===== config.mk =====
export PLATFORM = sky130hd
export DESIGN_NAME = ooo_core_dispatch_scheduler
export DESIGN_NICKNAME = d
export VERILOG_FILES = /design/src/pkg/dispatch_pkg.sv /design/src/verilog/ooo_core_dispatch_scheduler.sv
export SDC_FILE = /design/constraint.sdc
export NUM_CORES = 1
export LEC_CHECK = 0
export ABC_AREA = 1
export BUFFER_PORTS_ARGS = -buffer_cell sky130_fd_sc_hd__buf_2
export CAP_MARGIN = 15
export CELL_PAD_IN_SITES_DETAIL_PLACEMENT = 0
export CELL_PAD_IN_SITES_GLOBAL_PLACEMENT = 1
export CORE_AREA = 5 5 169 171
export DETAILED_ROUTE_END_ITERATION = 6
export DIE_AREA = 0 0 174 176
export PLACE_DENSITY = 0.79
export REMOVE_ABC_BUFFERS = 1
export SYNTH_ARGS = -nofsm -noshare
export SYNTH_HDL_FRONTEND = slang
export SYNTH_SLANG_ARGS = --single-unit

===== constraint.sdc =====
create_clock -name clk -period 11.05 [get_ports clk]
set_input_delay 2.7625 -clock clk [delete_from_list [all_inputs] [get_ports clk]]
set_output_delay 2.7625 -clock clk [all_outputs]
set_load 0.01 [all_outputs]

===== src/pkg/dispatch_pkg.sv =====
package dispatch_pkg;
  // Front end widths
  localparam int unsigned FETCH_BYTES = 16;
  localparam int unsigned DECODE_MAX_BYTES = 24;
  localparam int unsigned DECODE_WIDTH = 2;
  localparam int unsigned PREFIX_LIMIT = 3;
  localparam int unsigned MSEQ_BUBBLE_MIN = 3;
  localparam int unsigned MSEQ_BUBBLE_MAX = 7;
  localparam int unsigned PREFIX_BUBBLE = 2;
  localparam int unsigned BRANCH_BUBBLE = 1;
  // Structure sizes
  localparam int unsigned ROB_SIZE = 72;
  localparam int unsigned STORE_BUF = 16;
  localparam int unsigned INT_RS_SIZE = 12;
  localparam int unsigned MEM_RS_SIZE = 12;
  localparam int unsigned VEC_RS_SIZE = 20;
  localparam int unsigned SAB_RESERVED = 2;
  localparam int unsigned THREADS = 4;
  // Latencies
  localparam int unsigned LAT_INT_LOAD = 4;
  localparam int unsigned LAT_VEC_LOAD = 5;
  localparam int unsigned LAT_SIMPLE = 1;
  localparam int unsigned LAT_MUL_SHORT = 3;
  localparam int unsigned LAT_MUL_LONG = 5;
  localparam int unsigned LAT_FORWARD = 2;
  localparam int unsigned LINE_BYTES = 64;
  localparam int unsigned CACHE_READS = 2;
  localparam int unsigned CACHE_WRITES = 1;
  localparam int unsigned STORE_COMMIT_RATE = 1;

  typedef enum logic [3:0] {
    OP_ALU = 4'h0, OP_MUL = 4'h1, OP_LOAD = 4'h2, OP_STA = 4'h3,
    OP_VLOAD = 4'h4, OP_PREF = 4'h5, OP_VEC = 4'h6, OP_VSTD = 4'h7,
    OP_V2I = 4'h8, OP_VSPEC = 4'h9
  } op_class_t;

  typedef enum logic [1:0] {
    FE_RUN = 2'h0, FE_BUBBLE = 2'h1
  } fe_state_t;
endpackage


===== src/verilog/ooo_core_dispatch_scheduler.sv =====
`timescale 1ns/10ps
// How it works
// (RULE1) Fetch at most sixteen bytes each cycle
// (RULE2) Decode two instructions, 24 bytes, one uop
// (RULE3) Microcode flows insert three to seven bubbles
// (RULE4) Over three prefixes causes multicycle bubble
// (RULE5) Taken branch adds short decode delay
// (RULE6) Allocate two uops per cycle maximum
// (RULE7) Reorder buffer holds 72, stalls when full
// (RULE8) Sixteen store buffer entries, address plus data
// (RULE9) Two integer stations of twelve entries
// (RULE10) Integer stations dispatch two, out of order
// (RULE11) Memory station twelve entries, in-order dispatch
// (RULE12) Two vector stations, twenty entries each
// (RULE13) Partition structures among active threads dynamically
// (RULE14) Store address buffers reserve two per thread
// (RULE15) Cache reads two lines, writes one
// (RULE16) Integer load four cycles, vector five
// (RULE17) One integer load per cycle dispatched
// (RULE18) Stores commit after retire, one per cycle
// (RULE19) Simple integer ops one cycle latency
// (RULE20) Single multiplier, three or five cycles
// (RULE21) Store forwarding costs two cycles
// (RULE22) Vector port restrictions by operation class
// (RULE23) Forward only from youngest containing store
// (RULE24) Round-robin fair thread selection in front end
// (RULE25) Per-thread partition stall isolates threads
module ooo_core_dispatch_scheduler (
  // Clock and reset
  input wire logic clk,
  input wire logic nrst,
  // Thread activity
  input wire logic [dispatch_pkg::THREADS-1:0] thread_awake,
  // Fetch path, one request per thread
  input wire logic [dispatch_pkg::THREADS-1:0] fetch_ready,
  input wire logic [4:0] fetch_bytes,
  input wire logic [1:0] inst_count,
  input wire logic [4:0] inst0_len,
  input wire logic [4:0] inst1_len,
  input wire logic [3:0] inst0_prefixes,
  input wire logic inst0_microcoded,
  input wire logic [2:0] mseq_flow_len,
  input wire logic inst0_aligned,
  input wire logic taken_branch,
  input wire logic [3:0] uop0_class,
  input wire logic [3:0] uop1_class,
  input wire logic uop_mul_wide,
  output logic [1:0] fetch_grant_tid,
  output logic fetch_take,
  output logic [4:0] fetch_take_bytes,
  output logic [1:0] decode_take,
  // Allocate
  output logic [1:0] alloc_count_q,
  output logic [1:0] alloc_tid_q,
  output logic [3:0] thread_stall,
  // Retire and store commit
  input wire logic [1:0] retire_count,
  input wire logic [1:0] retire_tid,
  input wire logic retire_store,
  output logic store_commit_q,
  // Dispatch
  output logic [1:0] int0_dispatch_q,
  output logic [1:0] int1_dispatch_q,
  output logic [1:0] mem_dispatch_q,
  output logic [1:0] vec0_dispatch_q,
  output logic [1:0] vec1_dispatch_q,
  output logic int_load_issue_q,
  // Result timing
  output logic [2:0] result_latency_q,
  // Store forwarding
  input wire logic fwd_youngest,
  input wire logic fwd_size_ok,
  input wire logic fwd_contained,
  input wire logic fwd_request,
  output logic fwd_valid_q,
  // Data cache port counts
  output logic [1:0] dcache_reads_q,
  output logic dcache_write_q,
  // Occupancy
  output logic [6:0] rob_used_q
);
  import dispatch_pkg::*;

  ////////////////////////////////////////////////////////////////////////////
  // Thread partitioning
  logic [2:0] active_n;
  logic [6:0] rob_part;
  logic [4:0] sb_part;
  logic [6:0] rob_cnt_q [THREADS];
  logic [4:0] sab_cnt_q [THREADS];
  logic [4:0] sab_shared_used;
  logic [THREADS-1:0] stall_vec;

  always_comb begin
    active_n = 3'h0;
    for (int i = 0; i < THREADS; i++) begin
      active_n = active_n + {2'h0, thread_awake[i]};
    end
    // Hard split tracks wake and sleep; three awake rounds up to four ways
    case (active_n)
      3'h1: begin
        rob_part = 7'(ROB_SIZE);
        sb_part = 5'(STORE_BUF);
      end
      3'h2: begin
        rob_part = 7'(ROB_SIZE / 2);
        sb_part = 5'(STORE_BUF / 2);
      end
      default: begin
        rob_part = 7'(ROB_SIZE / 4);
        sb_part = 5'(STORE_BUF / 4);
      end
    endcase // [RULE13]
  end

  always_comb begin
    sab_shared_used = 5'h0;
    for (int i = 0; i < THREADS; i++) begin
      if (sab_cnt_q[i] > 5'(SAB_RESERVED)) begin
        sab_shared_used = sab_shared_used + (sab_cnt_q[i] - 5'(SAB_RESERVED));
      end
    end
  end // [RULE14]

  ////////////////////////////////////////////////////////////////////////////
  // Round-robin front end
  logic [1:0] rr_q;
  logic [1:0] pick;
  logic pick_ok;
  logic [1:0] cand;

  always_comb begin
    pick = rr_q;
    pick_ok = 1'b0;
    cand = 2'h0;
    for (int i = 0; i < THREADS; i++) begin
      cand = rr_q + 2'(i);
      if (!pick_ok && fetch_ready[cand] && thread_awake[cand] && !stall_vec[cand]) begin
        pick = cand;
        pick_ok = 1'b1;
      end
    end // [RULE24]
  end

  fe_state_t fe_q;
  logic [2:0] bubble_q;

  always_comb begin
    fetch_grant_tid = pick;
    fetch_take = pick_ok && (fe_q == FE_RUN);
    fetch_take_bytes = (fetch_bytes > 5'(FETCH_BYTES)) ? 5'(FETCH_BYTES) : fetch_bytes; // [RULE1]
    decode_take = 2'h0;
    if (fetch_take) begin
      if (inst_count >= 2'(DECODE_WIDTH) && !inst0_microcoded &&
          ({1'b0, inst0_len} + {1'b0, inst1_len} <= 6'(DECODE_MAX_BYTES))) begin
        decode_take = 2'(DECODE_WIDTH);
      end else if (inst_count != 2'h0) begin
        decode_take = 2'h1;
      end // [RULE2]
    end
  end

  // Bubble length: aligned flows cost least; flow length adds its low two bits, misalignment adds one
  logic [2:0] mseq_bubble;
  always_comb begin
    mseq_bubble = 3'(MSEQ_BUBBLE_MIN) + mseq_flow_len[1:0] + {2'h0, ~inst0_aligned};
    if (mseq_bubble > 3'(MSEQ_BUBBLE_MAX)) begin
      mseq_bubble = 3'(MSEQ_BUBBLE_MAX);
    end
  end

  always_ff @(posedge clk or negedge nrst) begin
    if (!nrst) begin
      fe_q <= FE_RUN;
      bubble_q <= 3'h0;
    end else begin
      case (fe_q)
        FE_RUN: begin
          if (fetch_take && inst0_microcoded) begin
            fe_q <= FE_BUBBLE;
            bubble_q <= mseq_bubble - 3'h1; // [RULE3]
          end else if (fetch_take && inst0_prefixes > 4'(PREFIX_LIMIT)) begin
            fe_q <= FE_BUBBLE;
            bubble_q <= 3'(PREFIX_BUBBLE - 1); // [RULE4]
          end else if (fetch_take && taken_branch) begin
            fe_q <= FE_BUBBLE;
            bubble_q <= 3'(BRANCH_BUBBLE - 1); // [RULE5]
          end
        end
        FE_BUBBLE: begin
          if (bubble_q == 3'h0) begin
            fe_q <= FE_RUN;
          end else begin
            bubble_q <= bubble_q - 3'h1;
          end
        end
        default: fe_q <= FE_RUN;
      endcase
    end
  end

  always_ff @(posedge clk or negedge nrst) begin
    if (!nrst) begin
      rr_q <= 2'h0;
    end else if (fetch_take) begin
      rr_q <= pick + 2'h1; // [RULE24]
    end
  end

  ////////////////////////////////////////////////////////////////////////////
  // Allocate, reorder buffer and store buffers
  logic is_store0;
  logic is_store1;
  logic [1:0] store_n;
  assign is_store0 = (uop0_class == OP_STA) || (uop0_class == OP_VSTD);
  assign is_store1 = (uop1_class == OP_STA) || (uop1_class == OP_VSTD);
  assign store_n = {1'b0, is_store0} + {1'b0, is_store1 && decode_take == 2'h2};

  always_comb begin
    for (int i = 0; i < THREADS; i++) begin
      // Own share full stalls only this thread
      stall_vec[i] = (rob_cnt_q[i] + 7'(DECODE_WIDTH) > rob_part) ||
                     (sab_cnt_q[i] + 5'(DECODE_WIDTH) > sb_part + 5'(SAB_RESERVED) &&
                      sab_shared_used + 5'(DECODE_WIDTH) > 5'(STORE_BUF - THREADS * SAB_RESERVED)); // [RULE25] [RULE7]
    end
  end
  assign thread_stall = stall_vec;

  always_ff @(posedge clk or negedge nrst) begin
    if (!nrst) begin
      for (int t = 0; t < THREADS; t++) begin
        rob_cnt_q[t] <= 7'h0;
        sab_cnt_q[t] <= 5'h0;
      end
    end else begin
      for (int t = 0; t < THREADS; t++) begin
        rob_cnt_q[t] <= rob_cnt_q[t]
          + ((fetch_take && pick == 2'(t)) ? {5'h0, decode_take} : 7'h0)
          - ((retire_tid == 2'(t)) ? {5'h0, retire_count} : 7'h0); // [RULE6] [RULE7]
        sab_cnt_q[t] <= sab_cnt_q[t]
          + ((fetch_take && pick == 2'(t)) ? {3'h0, store_n} : 5'h0)
          - ((retire_tid == 2'(t) && retire_store && sab_cnt_q[t] != 5'h0) ? 5'(STORE_COMMIT_RATE) : 5'h0); // [RULE8]
      end
    end
  end

  always_ff @(posedge clk or negedge nrst) begin
    if (!nrst) begin
      alloc_count_q <= 2'h0;
      alloc_tid_q <= 2'h0;
      rob_used_q <= 7'h0;
      store_commit_q <= 1'b0;
    end else begin
      alloc_count_q <= fetch_take ? decode_take : 2'h0; // [RULE6]
      alloc_tid_q <= pick;
      rob_used_q <= rob_cnt_q[0] + rob_cnt_q[1] + rob_cnt_q[2] + rob_cnt_q[3];
      store_commit_q <= retire_store; // [RULE18]
    end
  end

  ////////////////////////////////////////////////////////////////////////////
  // Reservation station occupancy and dispatch
  logic [4:0] int0_q, int1_q, mem_q, vec0_q, vec1_q;
  logic [1:0] in_int0, in_int1, in_mem, in_vec0, in_vec1;
  logic [1:0] d_int0, d_int1, d_mem, d_vec0, d_vec1;
  logic [1:0] int_loads;

  function automatic logic [1:0] min2(input logic [4:0] v);
    min2 = (v >= 5'h2) ? 2'h2 : v[1:0];
  endfunction

  always_comb begin
    in_int0 = 2'h0; in_int1 = 2'h0; in_mem = 2'h0; in_vec0 = 2'h0; in_vec1 = 2'h0;
    int_loads = 2'h0;
    for (int i = 0; i < DECODE_WIDTH; i++) begin
      if (fetch_take && decode_take > 2'(i)) begin
        case (op_class_t'((i == 0) ? uop0_class : uop1_class))
          OP_ALU: if (i == 0) in_int0 = in_int0 + 2'h1; else in_int1 = in_int1 + 2'h1;
          OP_MUL: in_int0 = in_int0 + 2'h1; // [RULE20]
          OP_LOAD, OP_STA, OP_VLOAD, OP_PREF: in_mem = in_mem + 2'h1;
          OP_VSTD, OP_V2I: in_vec0 = in_vec0 + 2'h1; // [RULE22]
          OP_VSPEC: in_vec1 = in_vec1 + 2'h1; // [RULE22]
          default: if (i == 0) in_vec0 = in_vec0 + 2'h1; else in_vec1 = in_vec1 + 2'h1;
        endcase
      end
    end
    d_int0 = min2(int0_q); // [RULE10] [RULE19]
    d_int1 = min2(int1_q);
    // Memory station stays in order; an integer load pair is cut to one
    d_mem = min2(mem_q); // [RULE11]
    if (d_mem == 2'h2 && uop0_class == OP_LOAD && uop1_class == OP_LOAD) begin
      d_mem = 2'h1; // [RULE17]
    end
    int_loads = (uop0_class == OP_LOAD && d_mem != 2'h0) ? 2'h1 : 2'h0;
    d_vec0 = min2(vec0_q); // [RULE12]
    d_vec1 = min2(vec1_q);
  end

  always_ff @(posedge clk or negedge nrst) begin
    if (!nrst) begin
      int0_q <= 5'h0; int1_q <= 5'h0; mem_q <= 5'h0; vec0_q <= 5'h0; vec1_q <= 5'h0;
    end else begin
      int0_q <= (int0_q + in_int0 - d_int0 > 5'(INT_RS_SIZE)) ? 5'(INT_RS_SIZE) : int0_q + in_int0 - d_int0; // [RULE9]
      int1_q <= (int1_q + in_int1 - d_int1 > 5'(INT_RS_SIZE)) ? 5'(INT_RS_SIZE) : int1_q + in_int1 - d_int1; // [RULE9]
      mem_q <= (mem_q + in_mem - d_mem > 5'(MEM_RS_SIZE)) ? 5'(MEM_RS_SIZE) : mem_q + in_mem - d_mem; // [RULE11]
      vec0_q <= (vec0_q + in_vec0 - d_vec0 > 5'(VEC_RS_SIZE)) ? 5'(VEC_RS_SIZE) : vec0_q + in_vec0 - d_vec0; // [RULE12]
      vec1_q <= (vec1_q + in_vec1 - d_vec1 > 5'(VEC_RS_SIZE)) ? 5'(VEC_RS_SIZE) : vec1_q + in_vec1 - d_vec1; // [RULE12]
    end
  end

  always_ff @(posedge clk or negedge nrst) begin
    if (!nrst) begin
      int0_dispatch_q <= 2'h0; int1_dispatch_q <= 2'h0; mem_dispatch_q <= 2'h0;
      vec0_dispatch_q <= 2'h0; vec1_dispatch_q <= 2'h0; int_load_issue_q <= 1'b0;
      dcache_reads_q <= 2'h0; dcache_write_q <= 1'b0;
    end else begin
      int0_dispatch_q <= d_int0;
      int1_dispatch_q <= d_int1;
      mem_dispatch_q <= d_mem;
      vec0_dispatch_q <= d_vec0;
      vec1_dispatch_q <= d_vec1;
      int_load_issue_q <= int_loads[0]; // [RULE17]
      dcache_reads_q <= (d_mem > 2'(CACHE_READS)) ? 2'(CACHE_READS) : d_mem; // [RULE15]
      dcache_write_q <= retire_store && CACHE_WRITES != 0; // [RULE15] [RULE18]
    end
  end

  ////////////////////////////////////////////////////////////////////////////
  // Latency and forwarding
  always_ff @(posedge clk or negedge nrst) begin
    if (!nrst) begin
      result_latency_q <= 3'h0;
    end else begin
      case (op_class_t'(uop0_class))
        OP_ALU: result_latency_q <= 3'(LAT_SIMPLE); // [RULE19]
        OP_MUL: result_latency_q <= uop_mul_wide ? 3'(LAT_MUL_LONG) : 3'(LAT_MUL_SHORT); // [RULE20]
        OP_LOAD: result_latency_q <= 3'(LAT_INT_LOAD); // [RULE16]
        OP_VLOAD: result_latency_q <= 3'(LAT_VEC_LOAD); // [RULE16]
        default: result_latency_q <= 3'h0;
      endcase
    end
  end

  // Forward result appears after the fixed two-cycle cost
  logic [LAT_FORWARD-1:0] fwd_pipe_q;
  always_ff @(posedge clk or negedge nrst) begin
    if (!nrst) begin
      fwd_pipe_q <= '0;
    end else begin
      fwd_pipe_q <= {fwd_pipe_q[LAT_FORWARD-2:0], fwd_request && fwd_youngest && fwd_size_ok && fwd_contained}; // [RULE23] [RULE21]
    end
  end
  assign fwd_valid_q = fwd_pipe_q[LAT_FORWARD-1];
endmodule // ooo_core_dispatch_scheduler

* Yosys cells after proc, flatten, opt, wreduce, memory -nomap -nowiden
Index checks and enable logic that the tools add are counted.
Storage, ports and cells: memories kept 0, bits of input ports 55, ROM bits 0, word-level logic and storage cells 335, output and inout port bits 44, register bits after elaboration 110, bits in latches 0, bits in writable memories 0
Cells by class: bitwise gates (word level) 1, shift-type cells 0, equal/unequal tests 28, multiplexer cells 102, $lt $le $gt $ge 35, add/subtract/negate cells 63, div/mod/pow operators 0, reductions and logical operators 77, $mul 0
Operators with widths (count):
- $mux W2 | 37
- $mux W5 | 10
- $add A5 B2 Y5 | 9
- $logic_and A1 B1 Y1 | 42
- $mux W1 | 32
- $add A5 B2 Y5 const B | 6
- $add A7 B2 Y7 | 4
- $add A7 B2 Y7 const B | 4
- $gt A7 B7 Y1 | 4
- $sub A7 B2 Y7 | 4
- $ge A5 B2 Y1 const B | 5
- $sub A5 B2 Y5 | 5
- $bmux W1 S2 | 12
- $eq A4 B3 Y1 const B | 6
- $add A7 B7 Y7 | 3
- $gt A5 B2 Y1 const B | 4
- $gt A5 B4 Y1 const B | 4
- $gt A5 B5 Y1 | 4
- $reduce_bool A5 Y1 | 4
- $sub A5 B1 Y5 | 4
- $sub A5 B2 Y5 const B | 4
- $mux W3 | 6
- $eq A4 B2 Y1 const B | 4
- $add A5 B5 Y5 | 3
- 42 further kinds | 86

* Longest topological paths before layout
Gate-level depths: netlist of the first run.
depth after elaboration 44, depth in mapped cells 63, mapped depth without buffers 63

* Worst setup path before layout of the first run
No wires, ideal clock.
path kind input port to output port, from input port thread_awake[0] in the netlist's numbering, to output port fetch_grant_tid[1], setup slack 1.962 ns, arrival 6.325 ns, stages on the path 27, path through inv_1 fa_1 inv_1 ha_1 ha_1 inv_1 nand3_1 nand2_1 buf_2 ha_1 nand2_1 inv_1 o21ai_0 o211ai_1 nand2_1 nand3_1 nand2_1 nand2_1 nand2_1 inv_1 nor2_2 nand2_1 nand2_1 nand2_1 nand2_1 nand2_1 a21oi_1
On the way: longest elaborated chain between the ends 29, elaborated cells on any way between the ends 64
RTL lines:
- start, declared | RTL line ooo_core_dispatch_scheduler.sv:33 | input wire logic [dispatch_pkg::THREADS-1:0] thread_awake,
- $add A1 B1 Y2 | RTL line ooo_core_dispatch_scheduler.sv:97 | active_n = active_n + {2'h0, thread_awake[i]};
- $add A2 B1 Y3 | RTL line ooo_core_dispatch_scheduler.sv:97
- $add A3 B1 Y3 | RTL line ooo_core_dispatch_scheduler.sv:97
- $eq A3 B2 Y1 / $eq A3 B1 Y1 (equally long branches) | RTL line ooo_core_dispatch_scheduler.sv:100 | case (active_n)
- $pmux W5 S2 | RTL line ooo_core_dispatch_scheduler.sv:100
- $add A5 B2 Y5 | RTL line ooo_core_dispatch_scheduler.sv:223 | (sab_cnt_q[i] + 5'(DECODE_WIDTH) > sb_part + 5'(SAB_RESERVED) &&
- $gt A5 B5 Y1 | RTL line ooo_core_dispatch_scheduler.sv:223
- $logic_and A1 B1 Y1 | RTL line ooo_core_dispatch_scheduler.sv:223
- [7 not listed]
- $logic_and A1 B1 Y1 (3 in a row) | RTL line ooo_core_dispatch_scheduler.sv:138 | if (!pick_ok && fetch_ready[cand] && thread_awake[cand] && !stall_vec[cand]) begin
- $mux W1 | RTL line ooo_core_dispatch_scheduler.sv:138
- $logic_not A1 Y1 | RTL line ooo_core_dispatch_scheduler.sv:138
- $logic_and A1 B1 Y1 (3 in a row) | RTL line ooo_core_dispatch_scheduler.sv:138
- $mux W1 | RTL line ooo_core_dispatch_scheduler.sv:138
- $logic_not A1 Y1 | RTL line ooo_core_dispatch_scheduler.sv:138
- $logic_and A1 B1 Y1 (3 in a row) | RTL line ooo_core_dispatch_scheduler.sv:138
- $mux W2 * | RTL line ooo_core_dispatch_scheduler.sv:138
- end, declared | RTL line ooo_core_dispatch_scheduler.sv:48 | output logic [1:0] fetch_grant_tid,
Every way passes the cells marked *; elsewhere a longest branch is shown, timed or not. The select of a mux whose other input is x is not followed.

* Worst setup path after layout of the first run
from register sab_cnt_q[17] in the netlist's numbering, to output port fetch_grant_tid[1]
On the way: longest elaborated chain between the ends 32, elaborated cells on any way between the ends 52
RTL lines:
- start, declared | RTL line ooo_core_dispatch_scheduler.sv:90 | logic [4:0] sab_cnt_q [THREADS];
- start signal, assigned by index | RTL line ooo_core_dispatch_scheduler.sv:240 | sab_cnt_q[t] <= sab_cnt_q[t]
- $sub A5 B2 Y5 / $gt A5 B2 Y1 (equally long branches) | RTL line ooo_core_dispatch_scheduler.sv:120, ooo_core_dispatch_scheduler.sv:119
- $mux W5 | RTL line ooo_core_dispatch_scheduler.sv:119 | if (sab_cnt_q[i] > 5'(SAB_RESERVED)) begin
- $add A5 B5 Y5 | RTL line ooo_core_dispatch_scheduler.sv:120 | sab_shared_used = sab_shared_used + (sab_cnt_q[i] - 5'(SAB_RESERVED));
- $mux W5 | RTL line ooo_core_dispatch_scheduler.sv:119
- $add A5 B5 Y5 | RTL line ooo_core_dispatch_scheduler.sv:120
- $mux W5 | RTL line ooo_core_dispatch_scheduler.sv:119
- $add A5 B5 Y5 | RTL line ooo_core_dispatch_scheduler.sv:120
- $mux W5 | RTL line ooo_core_dispatch_scheduler.sv:119
- [10 not listed]
- $logic_and A1 B1 Y1 (3 in a row) | RTL line ooo_core_dispatch_scheduler.sv:138
- $mux W1 | RTL line ooo_core_dispatch_scheduler.sv:138
- $logic_not A1 Y1 | RTL line ooo_core_dispatch_scheduler.sv:138
- $logic_and A1 B1 Y1 (3 in a row) | RTL line ooo_core_dispatch_scheduler.sv:138
- $mux W1 | RTL line ooo_core_dispatch_scheduler.sv:138
- $logic_not A1 Y1 | RTL line ooo_core_dispatch_scheduler.sv:138
- $logic_and A1 B1 Y1 (3 in a row) | RTL line ooo_core_dispatch_scheduler.sv:138
- $mux W2 * | RTL line ooo_core_dispatch_scheduler.sv:138
Marked as above.

==> impl_results.md, run 1 <==
* Highest metal used: met4
* Initial antenna violation count at 0
* # diodes at 0
* Gr usage total at between 10% and 20%
* Final core utilization at a little under half
* Post-CTS sizing at 0
* Port buffer count at 95
* Final worst slack at roughly 1100 ps
* Routed wl met2 at ~11 mm
* Seq cells post-synth at around 110
* Final nets at 1,813
* Largest net degree at the start of global routing at 74
* Chip Height at roughly 180 µm
* CP max-delay cell: fa_1
* Final count of negative-setup-slack endpoints at 0
* Die area at just over 30,000 µm²
* Worst hold path class: reg2reg
* Synth Warn # at 0
* CTS Sinks at 108
* Worst Path Arrival at 7170 ps
* Layout cells sized above 1 at roughly 12%
* Max-cap violations at 0
* CTS max path bufs at 2
* EDFF count, synth at 0
* CP top delay family: adder cells
* Clock skew at 19.0 ps
* DRC at 0
* Count of cell types in the netlist at 44
* Root Buffer: clkbuf_16
* Top cell type's share of synthesized area at between 20% and 30%
* WL met1 at 11.3 mm
* Via Count at just under 9,000
* Core area at around 27,000 µm²
* Setup crit end kind: output port
* I/O pin total at between 90 and 100
* Largest cells by area after synthesis: dfrtp_1 (24%), ha_1 (24%), inv_1 (10%), nand2_1 (7.8%), fa_1 (6.3%)
* Tmin final at 9930 ps
* Peak fanout along the critical path at 6
* Commonest cells in the netlist: inv_1 (308), nand2_1 (231), ha_1 (214)
* Initial Util at between 40% and 50%
* CTS Buf Count at 9
* Status: complete, no violations
* Mapped Avg Cell Area at 7.94 µm²
* FP Rows at 60
* Post-detail-place hpwl at about 20 mm
* Met3 wire len at 841 µm
* Clk slew on worst S/H paths at approximately 90 ps
* Cell area after synthesis at 11,200 µm²
* Most numerous cell in the Yosys netlist: inv_1
* CTS tree: built
* Worst slew pin tran at a little under 1000 ps
* GRT overflow at 0
* Crit Path Category: reg2out
* FFs w/ async S/R, synth at 100%
* Synth area leader: dfrtp_1
* Post-Syn Instances at 1,405
* Max-slew violations at 0
* Synth Flop Type: dfrtp_1
* Pre-CTS setup slack at around 1500 ps
* WHS at 369 ps
* RSZ-0062 raised after global routing: false
* H-tree depth at 3
* Final GP Congestion at approximately 0.83
* Vias per inst at ~4.7
* CP Launch Type: flip-flop
* Post-synthesis sequential area ratio at 24.2%
* 1st-iter DRT viols at between 300 and 400
* CP Buf/Inv Count at 10
* First-pass GRT wire length at between 40 and 50 mm
* TNS Setup at 0 ps
* Critical path's most frequent cell: nand2_1
* Synthesis-to-layout area growth at 11.0%
* Via count of the first global-routing pass at between 8,000 and 9,000
* Req. time, crit path at roughly 8300 ps
* Hold Vio Cnt, Final at 0
* Fill cells at between 2,000 and 3,000
* Clk Latency, worst-skew pair at roughly 370 ps
* Die X-Extent at about 170 µm
* DR WL/cell at between 10 and 15 µm
* Antenna Violating Nets Remaining at 0
* Slew margin rel. at between 30% and 40%
* Post-CTS Setup Bufs at 0
* Drt first pass iters at 5
* Final period util at about nine tenths
* Fmax at 101 MHz
* Drt total wl at around 24 mm
* Max stage delay on crit path at about 480 ps
* Hold Buf Count CTS at 0
-- worst paths after layout --
kind / slack [ps] / start / cells after the start / endpoint
min in group asynchronous: 2370 / nrst / 1 / alloc_tid_q[0]
worst max-delay path: 1120 / sab_cnt_q[17] / 44 / fetch_grant_tid[1]
worst min register to register: 370 / fwd_pipe_q[0] / 0 / fwd_pipe_q[1]
max in group asynchronous: 7330 / nrst / 2 / int0_q[2]
worst min-delay path: 370 / fwd_pipe_q[0] / 0 / fwd_pipe_q[1]
worst max register to register: 1860 / sab_cnt_q[17] / 55 / rob_cnt_q[13]
-- cell usage in the layout, fill, tap and decap left out, drive strengths merged, types with 6 or more instances in the layout --
cell and count:
a211oi 6, nand4 12, o21ai 56, o211ai 9, xnor2 27, nor3 10, xor2 67, dfrtp 108
clkbuf 9, fa 35, nand2 259, nor2 120, ha 214, nand3 76, inv 322, buf 101
a21oi 51
-- flip-flops by register name, summed over array words and instances, names as in the netlist, 3 cells and up --
signal	count
int0_q	5
rob_cnt_q	28
bubble_q	3
rob_used_q	7
int1_q	5
sab_cnt_q	20
vec1_q	5
mem_q	5
result_latency_q	3
vec0_q	5
-- layout make-up --
class                           count  area, µm²  area share (%)
Multi-Input combinational cell    970       7200            58.2
Sequential cell                   108       2700            21.8
Inverter                          319       1200            9.74
Timing Repair Buffer              101        523            4.23
Tap cell                          341        427            3.45
Clock buffer                        9        225            1.82
Clock inverter                      7       91.3           0.738
-- through the flow --
| step | cell area [µm²] | std cells |
|---|---|---|
| 3_5_place_dp | 12100 | 1839 |
| 5_1_grt | 12400 | 1855 |
| 4_1_cts | 12400 | 1855 |
| 6_report | 12400 | 1855 |
| 2_1_floorplan | 11100 | 1397 |
| 3_3_place_gp | 12100 | 1839 |
-- layer usage --
| metal | vias to the layer above | track usage (%) |
|---|---|---|
| met3 | 27 | 2.48 |
| met1 | 3962 | 20.9 |
| met5 | - | 0 |
| met4 | 0 | 4.85 |
| met2 | 134 | 28.9 |
| li1 | 4581 | - |
-- cell families after synthesis --
| logic type | Yosys count | share of synthesized area (%) |
|---|---|---|
| DFF | 108 | 24.2 |
| AOI/OAI and AO/OA | 136 | 6.90 |
| adders and majority gates | 249 | 30.3 |
| other | 1 | 0.0336 |
| and+or+nand+nor | 487 | 19.9 |
| xor gates and xnor gates | 94 | 7.38 |
| buffers and inverters | 330 | 11.3 |
Power of run 1 is not shown: default switching activity piles up to over one toggle a cycle in this logic, so the estimate is an artifact.
==> run 2: changes to the inputs <==
--- a/config.mk
+++ b/config.mk
@@ -5,15 +5,14 @@
 export SDC_FILE = /design/constraint.sdc
 export NUM_CORES = 1
 export LEC_CHECK = 0
-export ABC_AREA = 1
 export BUFFER_PORTS_ARGS = -buffer_cell sky130_fd_sc_hd__buf_2
 export CAP_MARGIN = 15
 export CELL_PAD_IN_SITES_DETAIL_PLACEMENT = 0
 export CELL_PAD_IN_SITES_GLOBAL_PLACEMENT = 1
-export CORE_AREA = 5 5 169 171
+export CORE_AREA = 5 5 166 168
 export DETAILED_ROUTE_END_ITERATION = 6
-export DIE_AREA = 0 0 174 176
-export PLACE_DENSITY = 0.79
+export DIE_AREA = 0 0 171 173
+export PLACE_DENSITY = 0.77
 export REMOVE_ABC_BUFFERS = 1
 export SYNTH_ARGS = -nofsm -noshare
 export SYNTH_HDL_FRONTEND = slang
==> impl_results.md, run 2 <==
* CTS tree: built (unchanged)
* GRT overflow at 0 (unchanged)
* Clk Latency, worst-skew pair at 360 ps (was 370 ps)
* DRC at 0 (unchanged)
* Mapped Avg Cell Area at 9.43 µm² (was 7.94 µm²)
* Fin area at 11,800 µm² (was 12,400 µm²)
* Layout cells sized above 1 at 11.9% (was 12.2%)
* FP Rows at 59 (was 60)
* Max-slew violations at 0 (unchanged)
* Slew margin rel. at 40.3% (was 33.9%)
* H-tree depth at 3 (unchanged)
* Die area at 29,600 µm² (was 30,600 µm²)
* Worst Path Arrival at 7690 ps (was 7170 ps)
* Drt first pass iters at 4 (was 5)
* Final count of negative-setup-slack endpoints at 0 (unchanged)
* Final nets at 1,534 (was 1,813)
* Largest cells by area after synthesis: dfrtp_1 (25%), ha_1 (25%), fa_1 (6.6%), inv_1 (6.5%), xnor2_1 (6.0%) (was dfrtp_1 (24%), ha_1 (24%), inv_1 (10%), nand2_1 (7.8%), fa_1 (6.3%))
* Multi-input logic area at 7210 µm² (was 7200 µm²)
* Via count of the first global-routing pass at 7,903 (was 8,927)
* Clk slew on worst S/H paths at 80 ps (was 90 ps)
* Fmax at 95.6 MHz (was 101 MHz)
* Chip Height at 173 µm (was 176 µm)
* Final GP Congestion at 0.827 (was 0.828)
* Biggest register: rob_cnt_q (unchanged)
* TNS Setup at 0 ps (unchanged)
* Initial antenna violation count at 0 (unchanged)
* FFs w/ async S/R, synth at 100% (unchanged)
* Setup crit end kind: output port (unchanged)
* Peak fanout along the critical path at 9 (was 6)
* Post-detail-place hpwl at 19.0 mm (was 19.7 mm)
* Count of cell types in the netlist at 84 (was 44)
* Fill cells at 2,508 (was 2,687)
* CP Depth at 32 (was 44)
* Synth area leader: dfrtp_1 (unchanged)
* Most frequent cells in the layout: ha_1 (214), inv_1 (184), dfrtp_1 (108) (was inv_1 (308), nand2_1 (231), ha_1 (214))
* # diodes at 0 (unchanged)
* Antenna Violating Nets Remaining at 0 (unchanged)
* DR WL/cell at 14.8 µm (was 12.9 µm)
* Core area at 25,800 µm² (was 26,700 µm²)
* Top cell type's share of synthesized area at 25.3% (was 24.2%)
* Tmin final at 10,450 ps (was 9930 ps)
* Worst hold path class: reg2reg (unchanged)
* CTS Buf Count at 9 (unchanged)
* Worst Hold Depth at 0 (unchanged)
* Post-CTS sizing at 0 (unchanged)
* Root Buffer: clkbuf_16 (unchanged)
* Clock skew at 14.7 ps (was 19.0 ps)
* Max stage delay on crit path at 540 ps (was 480 ps)
* Via Count at 7,818 (was 8,704)
* Crit Path Category: reg2out (unchanged)
* Req. time, crit path at 8290 ps (about the same)
* RSZ-0062 raised after global routing: false (unchanged)
* Worst slew pin tran at 895 ps (was 992 ps)
* Most numerous cell in the Yosys netlist: ha_1 (was inv_1)
* CP top delay family: simple AND/OR/NAND/NOR gates (was adder cells)
* Hold Vio Cnt, Final at 0 (unchanged)
* CP max-delay cell: dfrtp_1 (was fa_1)
* Drt total wl at 23.3 mm (was 23.9 mm)
* Final period util at 94.6% (was 89.8%)
* Post-synthesis sequential area ratio at 25.3% (was 24.2%)
* Commonest cells in the netlist: ha_1 (214), inv_1 (184), dfrtp_1 (108) (was inv_1 (308), nand2_1 (231), ha_1 (214))
* Hold Buf Count CTS at 0 (unchanged)
* Max-cap violations at 0 (unchanged)
* DP Area at 11,500 µm² (was 12,100 µm²)
* CTS Sinks at 108 (unchanged)
* Gr usage total at 16.4% (about the same)
* I/O pin total at 99 (unchanged)
* Number of flip-flops in the largest register at 28 (unchanged)
* Post-Syn Instances at 1,132 (was 1,405)
* Critical path's most frequent cell: ha_1 (was nand2_1)
* Seq cells post-synth at 108 (unchanged)
* Synth Warn # at 0 (unchanged)
* Post-CTS Setup Bufs at 0 (unchanged)
* Largest net degree at the start of global routing at 68 (was 74)
* Sequential cell area at 2700 µm² (unchanged)
* Status: complete, no violations (unchanged)
* Largest regs: rob_cnt_q x28, sab_cnt_q x20, rob_used_q x7 (unchanged)
* Initial Util at 41.5% (was 41.7%)
* EDFF count, synth at 0 (unchanged)
* First-pass GRT wire length at 39.6 mm (was 41.6 mm)
* CTS max path bufs at 2 (unchanged)
* Synth Flop Type: dfrtp_1 (unchanged)
* R2R cell count at 44 (was 55)
* Reg2reg setup slack at 1310 ps (was 1860 ps)
* Die X-Extent at 171 µm (was 174 µm)
* Port buffer count at 95 (unchanged)
* Cell area after synthesis at 10,700 µm² (was 11,200 µm²)
* CP Buf/Inv Count at 7 (was 10)
* CP Launch Type: flip-flop (unchanged)
* 1st-iter DRT viols at 309 (was 356)
* Vias per inst at 4.98 (was 4.69)
* Commonest non-fill, non-tap cell in the layout: ha_1 (was inv_1)
* Synthesis-to-layout area growth at 10.5% (was 11.0%)
[run 2: cell count changes after synthesis, moves of 17 or more]
cell / before / now
nand2_1: 231 / 72
inv_1: 308 / 184
nand3_1: 70 / 23
xnor2_1: 27 / 73
nor2_1: 106 / 62
xor2_1: 67 / 35
a21o_1: 1 / 32
o21ai_0: 51 / 26
nand2_2: 23 / 0
nor2b_1: 0 / 17
[run 2: metrics by stage]
| stage | setup slack, ps | hold WS, ps | cells | utilization, % |
|---|---|---|---|---|
| after global routing | 28.5 | 372 | 1570 | 45.8 |
| after global placement | 940 | 332 | 1554 | 44.7 |
| final | 595 | 351 | 1570 | 45.8 |
| after detailed placement | 889 | 336 | 1554 | 44.7 |
| after floorplan | 1710 | 331 | 1121 | - |
| after CTS | 586 | 353 | 1570 | 45.8 |
[run 2: worst reg2reg max path: cells and delay by family, from the launching register on]
family / cells / cell delay (ps)
AOI/OAI and AO/OA: 10 / 2550
xor gates and xnor gates: 5 / 1260
adders and majority gates: 11 / 3080
buffers and inverters: 7 / 620
DFF: 1 / 540
and+or+nand+nor: 11 / 1660
[run 2: kinds of logic after synthesis]
kind of cell | Yosys count | share of synthesized area [%]
fa+ha+maj | 249 | 31.6
flops | 108 | 25.3
other cells | 1 | 0.0351
buf+inv | 200 | 7.31
mux | 5 | 0.504
simple gates | 259 | 13.0
compound gates | 201 | 13.1
xor+xnor | 109 | 9.08
[run 2: path summary, 6_finish.rpt]
path / end / from
min in group asynchronous: rob_used_q[4] / nrst
worst min register to register: fwd_pipe_q[1] / fwd_pipe_q[0]
worst min-delay path: fwd_pipe_q[1] / fwd_pipe_q[0]
worst max register to register: vec1_q[2] / sab_cnt_q[16]
max in group asynchronous: sab_cnt_q[3] / nrst
worst max-delay path: decode_take[0] / sab_cnt_q[16]
[run 2: layer usage]
layer,routed length [µm],share of wire [%],global-route usage (%),vias to the layer above
met4,219,0.94,2.87,0
met2,11200,48,27.5,100
li1,-,-,-,3992
met3,745,3.2,2.63,12
met5,0,0,0,-
met1,11100,48,22.6,3714
[run 2: layout make-up]
type                            instances  area share, %
Multi-Input combinational cell        827           61.1
Sequential cell                       108           22.9
Inverter                              186           5.92
Timing Repair Buffer                   98           4.24
Tap cell                              335           3.55
Clock buffer                           11           1.97
Clock inverter                          5          0.360
Power of run 2 is left out for the same reason.
==> run 3: changes to the inputs <==
--- a/config.mk
+++ b/config.mk
@@ -5,14 +5,14 @@
 export SDC_FILE = /design/constraint.sdc
 export NUM_CORES = 1
 export LEC_CHECK = 0
-export BUFFER_PORTS_ARGS = -buffer_cell sky130_fd_sc_hd__buf_2
 export CAP_MARGIN = 15
 export CELL_PAD_IN_SITES_DETAIL_PLACEMENT = 0
 export CELL_PAD_IN_SITES_GLOBAL_PLACEMENT = 1
 export CORE_AREA = 5 5 166 168
 export DETAILED_ROUTE_END_ITERATION = 6
 export DIE_AREA = 0 0 171 173
-export PLACE_DENSITY = 0.77
+export DONT_BUFFER_PORTS = 1
+export PLACE_DENSITY = 0.73
 export REMOVE_ABC_BUFFERS = 1
 export SYNTH_ARGS = -nofsm -noshare
 export SYNTH_HDL_FRONTEND = slang
==> impl_results.md, run 3 (same netlist as run 2, synthesis figures left out) <==
* Status: complete, no violations (unchanged)
* Clock skew at 15.6 ps (was 14.7 ps)
* Antenna Violating Nets Remaining at 0 (unchanged)
* CTS tree: built (unchanged)
* Clk slew on worst S/H paths at 80 ps (about the same)
* I/O pin total at 99 (unchanged)
* Max stage delay on crit path at 530 ps (was 540 ps)
* Largest regs: rob_cnt_q x28, sab_cnt_q x20, rob_used_q x7 (unchanged)
* Req. time, crit path at 8290 ps (about the same)
* Largest net degree at the start of global routing at 109 (was 68)
* Final count of negative-setup-slack endpoints at 0 (unchanged)
* Critical path's most frequent cell: ha_1 (unchanged)
* Vias per inst at 5.09 (was 4.98)
* Final GP Congestion at 0.815 (was 0.827)
* Peak fanout along the critical path at 9 (unchanged)
* Core area at 25,800 µm² (unchanged)
* R2R cell count at 44 (unchanged)
* Commonest non-fill, non-tap cell in the layout: ha_1 (unchanged)
* Most frequent cells in the layout: ha_1 (214), inv_1 (184), dfrtp_1 (108) (unchanged)
* Number of flip-flops in the largest register at 28 (unchanged)
* CTS max path bufs at 2 (unchanged)
* Tmin final at 10,360 ps (was 10,450 ps)
* Worst Hold Depth at 0 (unchanged)
* Layout cells sized above 1 at 4.65% (was 11.9%)
* DRC at 0 (unchanged)
* Hold Buf Count CTS at 0 (unchanged)
* Max-slew violations at 0 (unchanged)
* Worst hold path class: reg2reg (unchanged)
* Post-detail-place hpwl at 18.1 mm (was 19.0 mm)
* Via Count at 7,504 (was 7,818)
* Final nets at 1,438 (was 1,534)
* TNS Setup at 0 ps (unchanged)
* Worst Path Arrival at 7600 ps (was 7690 ps)
* Synthesis-to-layout area growth at 6.36% (was 10.5%)
* Die X-Extent at 171 µm (unchanged)
* FP Rows at 59 (unchanged)
* RSZ-0062 raised after global routing: false (unchanged)
* Drt total wl at 22.5 mm (was 23.3 mm)
* Drt first pass iters at 4 (unchanged)
* 1st-iter DRT viols at 279 (was 309)
* Slew margin rel. at 51.6% (was 40.3%)
* H-tree depth at 3 (unchanged)
* Crit Path Category: reg2out (unchanged)
* Initial antenna violation count at 0 (unchanged)
* Post-CTS Setup Bufs at 0 (unchanged)
* Worst slew pin tran at 724 ps (was 895 ps)
* Post-CTS sizing at 0 (unchanged)
* CP Launch Type: flip-flop (unchanged)
* GRT overflow at 0 (unchanged)
* Die area at 29,600 µm² (unchanged)
* DR WL/cell at 15.3 µm (was 14.8 µm)
* Chip Height at 173 µm (unchanged)
* Hold Vio Cnt, Final at 0 (unchanged)
* Via count of the first global-routing pass at 7,853 (was 7,903)
* # diodes at 0 (unchanged)
* Fmax at 96.5 MHz (was 95.6 MHz)
* Biggest register: rob_cnt_q (unchanged)
* Final period util at 93.8% (was 94.6%)
* CTS Buf Count at 9 (unchanged)
* Setup crit end kind: output port (unchanged)
* Root Buffer: clkbuf_16 (unchanged)
* Port buffer count at 0 (was 95)
* CTS Sinks at 108 (unchanged)
* Max-cap violations at 0 (unchanged)
* CP max-delay cell: dfrtp_1 (unchanged)
* First-pass GRT wire length at 38.9 mm (was 39.6 mm)
* Initial Util at 41.5% (unchanged)
* Gr usage total at 16.0% (was 16.4%)
* Clk Latency, worst-skew pair at 360 ps (about the same)
==> run 3: cell types whose count changed in the layout (fill, tap and decap cells not counted) <==
| cell | delta |
|---|---|
| bufinv_16 | +1 |
| clkbuf_1 | -2 |
| inv_6 | -1 |
| clkinv_8 | +1 |
| buf_2 | -94 |
| inv_8 | +1 |
| buf_4 | -2 |
==> run 3: through the flow <==
| stage | hold slack (ps) | instance area, µm² | instances | setup WS [ps] | utilization [%] |
|---|---|---|---|---|---|
| after floorplan | 331 | 10600 | 1121 | 1710 | - |
| after CTS | 362 | 11400 | 1474 | 702 | 44.1 |
| after detailed placement | 336 | 11000 | 1458 | 1090 | 42.9 |
| after global routing | 379 | 11400 | 1474 | 203 | 44.1 |
| final | 351 | 11400 | 1474 | 686 | 44.1 |
| after global placement | 332 | 11000 | 1458 | 1060 | 42.9 |
==> run 3: layout make-up <==
| class | count | area, µm² |
|---|---|---|
| fill | 2511 | 14400 |
| inverter | 186 | 698 |
| clock buffer | 9 | 225 |
| sequential | 108 | 2700 |
| multi-input combinational | 827 | 7210 |
| timing repair buffer | 2 | 15.0 |
| clock inverter | 7 | 91.3 |
| tap | 335 | 419 |
==> run 3: worst max-delay path, delay by kind of cell, from the launching register on <==
kind	cells	cell delay, ps
AND/OR/NAND/NOR	9	2160
adder cells (fa/ha/maj)	7	1900
AO/OA/AOI/OAI	5	1040
XOR/XNOR	4	1000
buffers and inverters	6	600
flip-flops	1	530
==> run 3: routing by layer <==
metal / up-vias / GRT usage, % / share of wire [%]
li1: 3799 / - / -
met1: 3575 / 21.6 / 48
met2: 114 / 26.5 / 47
met3: 16 / 3.26 / 4.2
met4: 0 / 3.70 / 1.4
met5: - / 0 / 0
==> run 3: final timing paths <==
path / from / endpoint / slack (ps)
setup / recovery: sab_cnt_q[16] / decode_take[0] / 690
hold / removal: fwd_pipe_q[0] / fwd_pipe_q[1] / 350
setup reg to reg: sab_cnt_q[16] / vec1_q[2] / 1260
hold reg to reg: fwd_pipe_q[0] / fwd_pipe_q[1] / 350
max in group asynchronous: nrst / alloc_tid_q[1] / 8720
min in group asynchronous: nrst / rob_used_q[4] / 2090
Power of run 3 is left out for the same reason.
